**src/rtl/txrx_seq_pkg.sv**
```systemverilog
/*
 * constants shared by the packet transmit/receive sequencer: command codes,
 * irq flag bits, status byte fields and timing figures.
 * assumes a host command port and a modem event port outside the block.
 */
// What this block does
// - 16-bit step count; nonzero arms transmit timeout
// - after transmit done or timeout, go standby
// - count zero: receive one packet, then standby
// - count all ones: continuous receive, flag each
// - other count: standby on expiry or packet
// - receive-complete irq on every detected packet
// - sync, check-failure and timeout irqs in receive
// - clear command resets only masked flags
// - each pin is OR of mapped flags
// - error status byte bit layout
// - oversize flag when length exceeds maximum
// - check error flagged, packet still stored
// - aborted flag for receive and transmit
// - second byte: id, no-ack, id error
// - id error when id and checksum repeat
// - transmit finished flag means completion only
// - third byte holds correlator match code
// - sync strength captured at sync detection
// - buffer info returns length and offset
// - oversize variable packets are discarded
package txrx_seq_pkg;
   // host command codes (arbitrary encoding of this block's own port)
   localparam logic [3:0] CMD_START_TX      = 4'h1;
   localparam logic [3:0] CMD_START_RX      = 4'h2;
   localparam logic [3:0] CMD_STANDBY       = 4'h3;
   localparam logic [3:0] CMD_IRQ_ROUTING   = 4'h4;
   localparam logic [3:0] CMD_IRQ_CLEAR     = 4'h5;
   localparam logic [3:0] CMD_BASE_ADDR     = 4'h6;
   localparam logic [3:0] CMD_PKT_CONFIG    = 4'h7;
   // irq flag bit positions
   localparam int IRQ_W            = 16;
   localparam int IRQ_TX_DONE      = 0;
   localparam int IRQ_RX_DONE      = 1;
   localparam int IRQ_SYNC_MATCH   = 2;
   localparam int IRQ_CHECK_FAIL   = 6;
   localparam int IRQ_TIMEOUT      = 14;
   // status byte fields
   localparam int ERR_SYNC   = 6;
   localparam int ERR_LENGTH = 5;
   localparam int ERR_CHECK  = 4;
   localparam int ERR_ABORT  = 3;
   localparam int ERR_HEADER = 2;
   localparam int ERR_RXFIN  = 1;
   localparam int ERR_BUSY   = 0;
   localparam int PID_HI     = 7;
   localparam int PID_LO     = 6;
   localparam int PID_NOACK  = 5;
   localparam int PID_ERR    = 4;
   localparam int TX_FIN     = 0;
   // receive timeout modes by step count
   localparam logic [15:0] STEP_SINGLE     = 16'h0000;
   localparam logic [15:0] STEP_CONTINUOUS = 16'hFFFF;
   localparam logic [7:0]  STATUS_RESET    = 8'h00;
   // step size: base time unit in ns, counted at 50 MHz
   localparam int CLK_NS       = 20;
   localparam int STEP_UNIT_NS = 1000;
   localparam int STEP_CYCLES  = STEP_UNIT_NS / CLK_NS;
endpackage

```
**src/rtl/step_timer.sv**
```systemverilog
/*
 * timeout timer: a one-cycle step tick from a divider, then a down counter
 * of steps. assumes load and stop come from the sequencer on the same clock.
 */
`timescale 1ns/1ps
`default_nettype none
module step_timer #(
   parameter int STEP_CYCLES = txrx_seq_pkg::STEP_CYCLES
) (
   input  wire logic        clk_sys,
   input  wire logic        sys_rst,
   input  wire logic        load,
   input  wire logic [15:0] steps,
   input  wire logic        stop,
   output logic             expired
);
   typedef struct packed {
      logic [15:0] div;
      logic [15:0] count;
      logic        run;
      logic        expired;
   } timer_s;
   timer_s st_reg, st_next;

   always_comb begin
      st_next = st_reg;
      st_next.expired = 1'b0;
      if (load) begin
         st_next.div   = 16'h0000;
         st_next.count = steps;
         st_next.run   = (steps != 16'h0000);
      end else if (stop) begin
         st_next.run = 1'b0;
      end else if (st_reg.run) begin
         if (st_reg.div == 16'(STEP_CYCLES - 1)) begin
            st_next.div = 16'h0000;
            if (st_reg.count == 16'h0001) begin
               st_next.run     = 1'b0;
               st_next.expired = 1'b1;
            end
            st_next.count = st_reg.count - 16'h0001;
         end else begin
            st_next.div = st_reg.div + 16'h0001;
         end
      end
   end

   always_ff @(posedge clk_sys) begin
      if (sys_rst) begin
         st_reg <= '0;
      end else begin
         st_reg <= st_next;
      end
   end

   assign expired = st_reg.expired;
endmodule
`default_nettype wire

```
**src/rtl/irq_flags.sv**
```systemverilog
/*
 * sticky interrupt flags with enable mask and three pin routing masks.
 * assumes events are one-cycle pulses; clear and routing come from the host.
 */
`timescale 1ns/1ps
`default_nettype none
module irq_flags #(
   parameter int W = txrx_seq_pkg::IRQ_W
) (
   input  wire logic         clk_sys,
   input  wire logic         sys_rst,
   input  wire logic [W-1:0] events,
   input  wire logic         clear,
   input  wire logic [W-1:0] clear_mask,
   input  wire logic         route_load,
   input  wire logic [W-1:0] enable_mask,
   input  wire logic [W-1:0] pin1_mask,
   input  wire logic [W-1:0] pin2_mask,
   input  wire logic [W-1:0] pin3_mask,
   output logic [W-1:0]      flags,
   output logic [2:0]        pins
);
   typedef struct packed {
      logic [W-1:0] flags;
      logic [W-1:0] en;
      logic [W-1:0] m1;
      logic [W-1:0] m2;
      logic [W-1:0] m3;
      logic [2:0]   pins;
   } irq_s;
   irq_s st_reg, st_next;
   logic [W-1:0] f;

   always_comb begin
      st_next = st_reg;
      if (route_load) begin
         st_next.en = enable_mask;
         st_next.m1 = pin1_mask;
         st_next.m2 = pin2_mask;
         st_next.m3 = pin3_mask;
      end
      // set wins over clear for an event in the clearing cycle
      f = st_reg.flags;
      if (clear) begin
         f = f & ~clear_mask;
      end
      f = f | (events & st_next.en);
      st_next.flags = f;
      st_next.pins = {|(f & st_next.m3), |(f & st_next.m2),
                      |(f & st_next.m1)};
   end

   always_ff @(posedge clk_sys) begin
      if (sys_rst) begin
         st_reg <= '0;
      end else begin
         st_reg <= st_next;
      end
   end

   assign flags = st_reg.flags;
   assign pins  = st_reg.pins;

   pins_follow_a: assert property (@(posedge clk_sys) disable iff (sys_rst)
      pins[0] == |(flags & st_reg.m1))
      else $error("pin one not the OR of its flags");
   clear_exact_a: assert property (@(posedge clk_sys) disable iff (sys_rst)
      clear && !route_load |=> ((flags & ~$past(flags)) ==
         (flags & ~$past(flags) & $past(events)))
         && ((($past(flags) & ~$past(clear_mask)) & ~flags) == '0))
      else $error("clear touched an unmasked flag");
endmodule
`default_nettype wire

```
**src/rtl/packet_txrx_sequencer.sv**
```systemverilog
/*
 * operating-mode sequencer for transmit and receive: start commands with
 * step timeouts, three receive modes, irq events and packet status bytes.
 * assumes a host command strobe and single-cycle modem events on clk_sys.
 */
`timescale 1ns/1ps
`default_nettype none
module packet_txrx_sequencer #(
   parameter int STEP_CYCLES = txrx_seq_pkg::STEP_CYCLES,
   parameter int AW          = 8
) (
   input  wire logic          clk_sys,
   input  wire logic          sys_rst,
   // host command port
   input  wire logic          cmd_valid,
   input  wire logic [3:0]    cmd_code,
   input  wire logic [15:0]   cmd_arg0,
   input  wire logic [15:0]   cmd_arg1,
   input  wire logic [15:0]   cmd_arg2,
   input  wire logic [15:0]   cmd_arg3,
   // modem events
   input  wire logic          tx_packet_sent,
   input  wire logic          rx_sync_found,
   input  wire logic [2:0]    rx_correlator,
   input  wire logic [7:0]    rx_strength,
   input  wire logic          rx_header_seen,
   input  wire logic          rx_packet_end,
   input  wire logic [7:0]    rx_length,
   input  wire logic          rx_crc_bad,
   input  wire logic [15:0]   rx_checksum,
   input  wire logic [1:0]    rx_pid,
   input  wire logic          rx_no_ack,
   input  wire logic          link_abort,
   // outputs
   output logic               tx_active,
   output logic               rx_active,
   output logic               standby_rc_oscillator_mode,
   output logic               rx_store_enable,
   output logic [15:0]        irq_status,
   output logic               event_pin_one,
   output logic               event_pin_two,
   output logic               event_pin_three,
   output logic [7:0]         rx_error_status,
   output logic [7:0]         pid_and_tx_status,
   output logic [7:0]         sync_match_status,
   output logic [7:0]         sync_signal_strength,
   output logic [7:0]         received_length,
   output logic [AW-1:0]      rx_payload_offset
);
   // ---------------------------------------------------------------
   // state
   // ---------------------------------------------------------------
   typedef enum logic [1:0] {
      MODE_STANDBY = 2'b00,
      MODE_TX      = 2'b01,
      MODE_RX      = 2'b11
   } mode_e;

   typedef struct packed {
      mode_e          mode;
      logic           continuous;
      logic           in_packet;
      logic           variable_len;
      logic           pid_filter;
      logic [7:0]     max_len;
      logic [AW-1:0]  rx_base;
      logic           have_prev;
      logic [1:0]     prev_pid;
      logic [15:0]    prev_sum;
      logic [7:0]     err;
      logic [7:0]     pidst;
      logic [7:0]     syncst;
      logic [7:0]     strength;
      logic [7:0]     length;
      logic [AW-1:0]  offset;
      logic           store;
      logic           tx_on;
      logic           rx_on;
      logic           idle;
   } seq_s;
   seq_s st_reg, st_next;

   logic [15:0] ev;
   logic        timer_load;
   logic        timer_stop;
   logic        timer_expired;
   logic [15:0] flags;
   logic [2:0]  pins;
   logic [15:0] timer_steps;
   logic        oversize;
   logic        pid_repeat;

   wire start_tx = cmd_valid && cmd_code == txrx_seq_pkg::CMD_START_TX;
   wire start_rx = cmd_valid && cmd_code == txrx_seq_pkg::CMD_START_RX;

   // ---------------------------------------------------------------
   // helpers
   // ---------------------------------------------------------------
   step_timer #(.STEP_CYCLES(STEP_CYCLES)) u_timer (
      .clk_sys (clk_sys),
      .sys_rst (sys_rst),
      .load    (timer_load),
      .steps   (timer_steps),
      .stop    (timer_stop),
      .expired (timer_expired)
   );

   irq_flags #(.W(txrx_seq_pkg::IRQ_W)) u_irq (
      .clk_sys     (clk_sys),
      .sys_rst     (sys_rst),
      .events      (ev),
      .clear       (cmd_valid && cmd_code == txrx_seq_pkg::CMD_IRQ_CLEAR),
      .clear_mask  (cmd_arg0),
      .route_load  (cmd_valid && cmd_code == txrx_seq_pkg::CMD_IRQ_ROUTING),
      .enable_mask (cmd_arg0),
      .pin1_mask   (cmd_arg1),
      .pin2_mask   (cmd_arg2),
      .pin3_mask   (cmd_arg3),
      .flags       (flags),
      .pins        (pins)
   );

   // ---------------------------------------------------------------
   // sequencing
   // ---------------------------------------------------------------
   always_comb begin
      // every start reloads, so a stale count never ends a new operation
      timer_load = start_tx || start_rx;
      // continuous receive loads a zero count, which arms nothing
      timer_steps = (start_rx && cmd_arg1 == txrx_seq_pkg::STEP_CONTINUOUS)
         ? 16'h0000 : cmd_arg1;
      // timer halts on packet detection so reception can finish
      timer_stop = st_reg.mode == MODE_RX && rx_sync_found;
      oversize = st_reg.variable_len && rx_length > st_reg.max_len;
      pid_repeat = st_reg.pid_filter && st_reg.have_prev
         && rx_pid == st_reg.prev_pid
         && rx_checksum == st_reg.prev_sum;
      ev = '0;
      st_next = st_reg;
      st_next.store = st_reg.store;
      case (st_reg.mode)
         MODE_STANDBY: begin
            st_next.err[txrx_seq_pkg::ERR_BUSY] = 1'b0;
         end
         MODE_TX: begin
            if (tx_packet_sent) begin
               ev[txrx_seq_pkg::IRQ_TX_DONE] = 1'b1;
               st_next.pidst[txrx_seq_pkg::TX_FIN] = 1'b1;
               st_next.err[txrx_seq_pkg::ERR_BUSY] = 1'b0;
               st_next.mode = MODE_STANDBY;
            end else if (timer_expired) begin
               ev[txrx_seq_pkg::IRQ_TIMEOUT] = 1'b1;
               st_next.err[txrx_seq_pkg::ERR_BUSY] = 1'b0;
               st_next.mode = MODE_STANDBY;
            end
            if (link_abort) begin
               st_next.err[txrx_seq_pkg::ERR_ABORT] = 1'b1;
            end
         end
         MODE_RX: begin
            if (rx_sync_found) begin
               ev[txrx_seq_pkg::IRQ_SYNC_MATCH] = 1'b1;
               st_next.in_packet = 1'b1;
               st_next.strength = rx_strength;
               st_next.syncst = {5'h00, rx_correlator};
               st_next.err[txrx_seq_pkg::ERR_BUSY] = 1'b1;
               st_next.store = 1'b1;
            end
            if (rx_header_seen && st_reg.variable_len) begin
               st_next.err[txrx_seq_pkg::ERR_HEADER] = 1'b1;
               st_next.store = !oversize;
            end
            if (link_abort) begin
               st_next.err[txrx_seq_pkg::ERR_ABORT] = 1'b1;
            end
            if (rx_packet_end) begin
               // fires on every packet whatever its length or check
               ev[txrx_seq_pkg::IRQ_RX_DONE] = 1'b1;
               ev[txrx_seq_pkg::IRQ_CHECK_FAIL] = rx_crc_bad;
               st_next.err[txrx_seq_pkg::ERR_RXFIN] = 1'b1;
               st_next.err[txrx_seq_pkg::ERR_BUSY] = 1'b0;
               st_next.err[txrx_seq_pkg::ERR_LENGTH] = oversize;
               // a bad check keeps the packet in the buffer
               st_next.err[txrx_seq_pkg::ERR_CHECK] = rx_crc_bad;
               st_next.err[txrx_seq_pkg::ERR_SYNC] = rx_correlator == 3'h0;
               st_next.pidst = {rx_pid, rx_no_ack, pid_repeat,
                                4'h0};
               st_next.have_prev = 1'b1;
               st_next.prev_pid = rx_pid;
               st_next.prev_sum = rx_checksum;
               st_next.in_packet = 1'b0;
               st_next.store = 1'b0;
               if (!oversize) begin
                  st_next.length = rx_length;
                  st_next.offset = st_reg.rx_base;
               end
               if (!st_reg.continuous) begin
                  st_next.mode = MODE_STANDBY;
               end
            end else if (timer_expired && !st_reg.in_packet) begin
               ev[txrx_seq_pkg::IRQ_TIMEOUT] = 1'b1;
               st_next.mode = MODE_STANDBY;
            end
         end
         default: begin
            st_next.mode = MODE_STANDBY;
         end
      endcase
      // host commands take precedence over modem events
      if (cmd_valid) begin
         case (cmd_code)
            txrx_seq_pkg::CMD_START_TX: begin
               st_next.mode = MODE_TX;
               st_next.err = {7'h00, 1'b1};
               st_next.pidst = txrx_seq_pkg::STATUS_RESET;
               st_next.store = 1'b0;
            end
            txrx_seq_pkg::CMD_START_RX: begin
               st_next.mode = MODE_RX;
               st_next.continuous =
                  cmd_arg1 == txrx_seq_pkg::STEP_CONTINUOUS;
               st_next.in_packet = 1'b0;
               st_next.err = txrx_seq_pkg::STATUS_RESET;
               st_next.store = 1'b0;
            end
            txrx_seq_pkg::CMD_STANDBY: begin
               st_next.mode = MODE_STANDBY;
               st_next.store = 1'b0;
               st_next.in_packet = 1'b0;
            end
            txrx_seq_pkg::CMD_BASE_ADDR: begin
               st_next.rx_base = cmd_arg0[AW-1:0];
            end
            txrx_seq_pkg::CMD_PKT_CONFIG: begin
               st_next.max_len = cmd_arg0[7:0];
               st_next.variable_len = cmd_arg1[0];
               st_next.pid_filter = cmd_arg1[1];
            end
            default: begin
            end
         endcase
      end
      // mode decode is registered so the mode outputs come from flops
      st_next.tx_on = st_next.mode == MODE_TX;
      st_next.rx_on = st_next.mode == MODE_RX;
      st_next.idle  = st_next.mode == MODE_STANDBY;
   end

   always_ff @(posedge clk_sys) begin
      if (sys_rst) begin
         st_reg <= '0;
         st_reg.max_len <= 8'hFF;
         st_reg.idle <= 1'b1;
      end else begin
         st_reg <= st_next;
      end
   end

   // ---------------------------------------------------------------
   // outputs
   // ---------------------------------------------------------------
   assign tx_active = st_reg.tx_on;
   assign rx_active = st_reg.rx_on;
   assign standby_rc_oscillator_mode = st_reg.idle;
   assign rx_store_enable = st_reg.store;
   assign irq_status = flags;
   assign event_pin_one = pins[0];
   assign event_pin_two = pins[1];
   assign event_pin_three = pins[2];
   assign rx_error_status = {1'b0, st_reg.err[6:0]};
   assign pid_and_tx_status = {st_reg.pidst[7:4], 3'h0,
                               st_reg.pidst[0]};
   assign sync_match_status = st_reg.syncst;
   assign sync_signal_strength = st_reg.strength;
   assign received_length = st_reg.length;
   assign rx_payload_offset = st_reg.offset;

   // ---------------------------------------------------------------
   // checks
   // ---------------------------------------------------------------
   tx_done_standby_a: assert property (@(posedge clk_sys)
      disable iff (sys_rst)
      tx_active && tx_packet_sent && !cmd_valid |=>
         standby_rc_oscillator_mode && irq_status[0] == 1'b1
         || !$past(u_irq.st_reg.en[0]))
      else $error("transmit did not end in standby");
   rx_single_done_a: assert property (@(posedge clk_sys)
      disable iff (sys_rst)
      rx_active && !st_reg.continuous && rx_packet_end && !cmd_valid
         |=> standby_rc_oscillator_mode)
      else $error("single receive did not return to standby");
   rx_continuous_a: assert property (@(posedge clk_sys)
      disable iff (sys_rst)
      rx_active && st_reg.continuous && !cmd_valid |=> rx_active)
      else $error("continuous receive left receive mode");
   timer_stop_a: assert property (@(posedge clk_sys)
      disable iff (sys_rst)
      rx_active && rx_sync_found && !cmd_valid |=> !u_timer.st_reg.run)
      else $error("timer still running after detection");
   rx_done_ev_a: assert property (@(posedge clk_sys)
      disable iff (sys_rst)
      rx_active && rx_packet_end |-> ev[txrx_seq_pkg::IRQ_RX_DONE]
         && ev[txrx_seq_pkg::IRQ_CHECK_FAIL] == rx_crc_bad)
      else $error("receive events not raised");
   oversize_flag_a: assert property (@(posedge clk_sys)
      disable iff (sys_rst)
      rx_active && rx_packet_end && !cmd_valid |=>
         rx_error_status[5] == $past(oversize))
      else $error("oversize flag wrong");
   strength_hold_a: assert property (@(posedge clk_sys)
      disable iff (sys_rst)
      rx_active && rx_sync_found && !cmd_valid |=>
         sync_signal_strength == $past(rx_strength)
         && sync_match_status[2:0] == $past(rx_correlator))
      else $error("sync capture wrong");
   tx_fin_a: assert property (@(posedge clk_sys)
      disable iff (sys_rst)
      start_tx |=> pid_and_tx_status[0] == 1'b0
         && rx_error_status[0] == 1'b1)
      else $error("transmit start did not reset status");
   reserved_zero_a: assert property (@(posedge clk_sys)
      disable iff (sys_rst)
      rx_error_status[7] == 1'b0 && pid_and_tx_status[3:1] == 3'h0
      && sync_match_status[7:3] == 5'h00)
      else $error("reserved status bits not zero");
   cover_tx_c: cover property (@(posedge clk_sys) tx_active ##1
      standby_rc_oscillator_mode);
   cover_rx_cont_c: cover property (@(posedge clk_sys)
      rx_active && st_reg.continuous && rx_packet_end);
   cover_timeout_c: cover property (@(posedge clk_sys)
      rx_active && timer_expired);
   cover_discard_c: cover property (@(posedge clk_sys)
      rx_active && rx_header_seen && oversize);
   cover_pid_err_c: cover property (@(posedge clk_sys)
      rx_active && rx_packet_end && pid_repeat);
   tx_timeout_a: assert property (@(posedge clk_sys)
      disable iff (sys_rst)
      tx_active && timer_expired && !cmd_valid |=>
         standby_rc_oscillator_mode)
      else $error("transmit timeout did not end in standby");
endmodule
`default_nettype wire

```
**config.mk**
```make
export PLATFORM = sky130hd
export DESIGN_NAME = packet_txrx_sequencer
export DESIGN_NICKNAME = d
export VERILOG_FILES = /design/src/rtl/txrx_seq_pkg.sv /design/src/rtl/step_timer.sv /design/src/rtl/irq_flags.sv /design/src/rtl/packet_txrx_sequencer.sv
export SDC_FILE = /design/constraint.sdc
export NUM_CORES = 1
export LEC_CHECK = 0
export BUFFER_PORTS_ARGS = -buffer_cell sky130_fd_sc_hd__buf_2
export CELL_PAD_IN_SITES_DETAIL_PLACEMENT = 0
export CELL_PAD_IN_SITES_GLOBAL_PLACEMENT = 1
export CORE_MARGIN = 3
export CORE_UTILIZATION = 37
export DETAILED_ROUTE_END_ITERATION = 8
export GPL_ROUTABILITY_DRIVEN = 0
export PLACE_DENSITY_LB_ADDON = 0.1
export SYNTH_ARGS = -nofsm -noshare
export SYNTH_HDL_FRONTEND = slang
export SYNTH_SLANG_ARGS = --single-unit
export TNS_END_PERCENT = 10
```
**constraint.sdc**
```tcl
create_clock -name clk_sys -period 2.25 [get_ports clk_sys]
set_input_delay 0.1125 -clock clk_sys [delete_from_list [all_inputs] [get_ports clk_sys]]
set_output_delay 0.1125 -clock clk_sys [all_outputs]
set_load 0.01 [all_outputs]
```
==> reports/metrics.cfg <==
[cells_and_area]
finish.net_count=1347
final_cell_count_no_fill=1515
mostFrequentLayoutCells=190 x dfxtp_1, 175 x buf_2, 128 x nor2_1
synthToLayoutAreaGrowth_pct=29.75
largest_register_ffs=53
fraction_of_final_layout_cells_with_drive_strength_greater_than_1_pct=22.63
final_common_cell=dfxtp_1
finalInstanceArea_sq_um=11060

[yosys]
cell_type_with_the_largest_total_area_after_synthesis=dfxtp_1
most_used_flip_flop_cell_after_synthesis=dfxtp_1
mean_instance_size_in_the_synthesized_netlist_sq_um=8.696
cell_variety_after_synth=56
yosys_warnings=0
post-synth-top-area-fraction_pct=44.63
synth_area_sq_um=8522
synthesis.instances=980
synth.yosys.seq_area_share_pct=44.63
number_of_register_bits_inferred_by_synthesis=190
asyncSetResetFlopFracSynth_pct=0
synth_enable_flop_cells=0
synthTopCellsByArea=dfxtp_1 45%, mux2i_1 8.9%, buf_4 5.8%

[grt]
globalRouteMet3Util_pct=3.609
global_route.usage.total_pct=18.66
grt.overflow.total=0
antenna_found_initial=3
first_global_vias=7164
maximum_number_of_pins_on_one_net_before_global_route_repair=57
globalRoute.busiestLayer=met2
grt_use_met1_pct=25.43
grt_use_met2_pct=30.21
grt_pass1_wl_um=36860

[sta]
timing.final.crit_period_ns=2.088
max_slew_margin_pct=61.88
final.setup.worst_slack_ns=0.1623
timing.final.crit_share_pct=92.79
unrepaired_setup_endpoints_after_global_routing=no
report.final.slew_viol_count=0
worst_slew_pin_slew_ns=0.5703
finish_stage_setup_viols=0
report.final.hold_viol_count=0
max_freq_mhz=479.0
finClkSkew_ns=0.01409

[floorplanning]
floorplan.rows=54
die_ht_um=157.8
ios=186
fp.coreArea_sq_um=22230
die_width_um=157.8
die-area_sq_um=24890
floorplan.initialDensity_pct=38.34

[routing]
drcViolationCount=0
detail-route-antenna-nets=0
wl_um=23380
drt_pass1_iterations=5
drt_iter0_markers=409
avgRoutedWirePerCell_um=15.43
vias=7173
via_per_inst=4.735

[clocking]
max-clock-path-buffers=2
clk_root_buffer_cell=clkbuf_16
tritoncts=done
clk_latency_ns=0.43
clock_sink_count=190
cts_inserted_buffers=17
clkTransAtPathRegs_ns=0.07
htreeDepth=4

[power]
vdd_drop_max_uv=392.2
power_dens_cells_nw_per_um2=628.8
power.leakage_nw=4.943

[placed_design]
pre_cts_slack_ns=-0.2018
placed_cells=1393
place.port_buffers=176
post-dp-hpwl_um=16880
place_area_sq_um=9562

[min_path]
hold_depth=3
hp-class=in2reg

[status]
status=finished clean

[critical_path]
criticalPathCategory=reg2reg
setup.worst_path.start_class=flop
crit_path_max_incr_delay_ns=0.58
worstPathMaxFanout=4
worstPathRequired_ns=2.57
cp.arrival_ns=2.40
worstPathCellList=or4_1 -> nor3_1 -> and3b_1 -> nand3_1 -> nor4_1 -> xnor2_1 -> o21ai_1
critPathCaptureType=flop
timing.critical_path.slowest_stage_cell=or4_1
worst-r2r-cell-count=7

[flow_run]
max_cap_violations=0

[metrics by stage]
stage / setup TNS, ns / hold slack [ns] / util [%] / power (mW)
5_1_grt: 0 / 0.01284 / 49.74 / 7.249
2_1_floorplan: 0 / 0.2211 / - / 3.712
3_3_place_gp: -0.2953 / 0.3587 / 43.01 / 3.929
6_report: 0 / 0.01448 / 49.74 / 6.952
3_5_place_dp: -0.4480 / 0.3591 / 43.01 / 3.927
4_1_cts: 0 / 0.002734 / 49.61 / 7.048
[critical path, delay by kind of cell (launching register included)]
family,cells,cell delay (ns)
AO/OA/AOI/OAI,1,0.07
AND/OR/NAND/NOR,5,1.39
flip-flops,1,0.35
XOR/XNOR,1,0.17
[power breakdown]
| part | switching, mW | internal (mW) | leakage [nW] | total, mW |
|---|---|---|---|---|
| combinational | 0.277 | 0.284 | 3.12 | 0.561 |
| clock | 1.49 | 1.50 | 0.290 | 2.99 |
| sequential | 0.0160 | 3.39 | 1.53 | 3.41 |
| total | 1.78 | 5.17 | 4.94 | 6.95 |
[what timing repair did]
action | 4_1_cts | 5_1_grt
hold buffers | 88 | 0
gates resized for setup | 0 | 6
buffers inserted | 0 | 0
setup endpoints to repair | 0 | 7
endpoints found under the hold margin | 93 | 0
[layer usage]
metal | wire, um | vias up
met4 | 334 | 2
met2 | 10570 | 141
li1 | - | 3720
met5 | 13 | -
met3 | 945 | 16
met1 | 11510 | 3294
[area by class of cell]
cell class,instances,area (sq um)
Antenna cell,2,5.005
Inverter,26,97.59
Clock buffer,17,425.4
Tap cell,280,350.3
Fill cell,2213,11170
Multi-Input combinational cell,662,3970
Timing Repair Buffer,323,2245
Clock inverter,15,160.2
Sequential cell,190,3804
[cells in the mapped netlist (4+ instances only)]
| cell type | number |
|---|---|
| a211o_1 | 5 |
| a31oi_1 | 4 |
| nor2_1 | 129 |
| mux2i_1 | 76 |
| a21oi_1 | 64 |
| buf_4 | 66 |
| clkbuf_1 | 35 |
| ha_1 | 12 |
| and3_1 | 4 |
| dfxtp_1 | 190 |
| nand2b_1 | 31 |
| o22ai_1 | 15 |
| o21ai_1 | 5 |
| nor3b_1 | 4 |
| nand4_1 | 12 |
| or4_1 | 5 |
| buf_2 | 4 |
| xnor2_1 | 19 |
| nor2b_1 | 5 |
| nand2_1 | 117 |
| o22a_1 | 6 |
| buf_6 | 4 |
| xor2_1 | 26 |
| nand3b_1 | 5 |
| nor4_1 | 17 |
| inv_1 | 26 |
| nor3_1 | 11 |
| nand3_1 | 21 |
| and2_1 | 4 |
| o21ai_0 | 19 |
[logic make-up after synthesis]
group,after synthesis,synth area share (%)
other,1,0.04400
buffers and inverters,136,9.441
multiplexers,76,8.927
adder cells (fa/ha/maj),12,1.762
flip-flops,190,44.63
XOR/XNOR,45,4.625
AO/OA/AOI/OAI,138,9.587
AND/OR/NAND/NOR,382,20.98
[worst paths after layout]
kind | start | to | slack [ns]
max | u_timer.st_reg[7] | u_timer.st_reg[16] | 0.16
min | cmd_arg0[14] | u_irq.st_reg[65] | 0.01
min reg2reg | sync_match_status[0] | sync_match_status[0] | 0.45
max reg2reg | u_timer.st_reg[7] | u_timer.st_reg[16] | 0.16
Note: power is estimated with default switching activity, not from simulation.
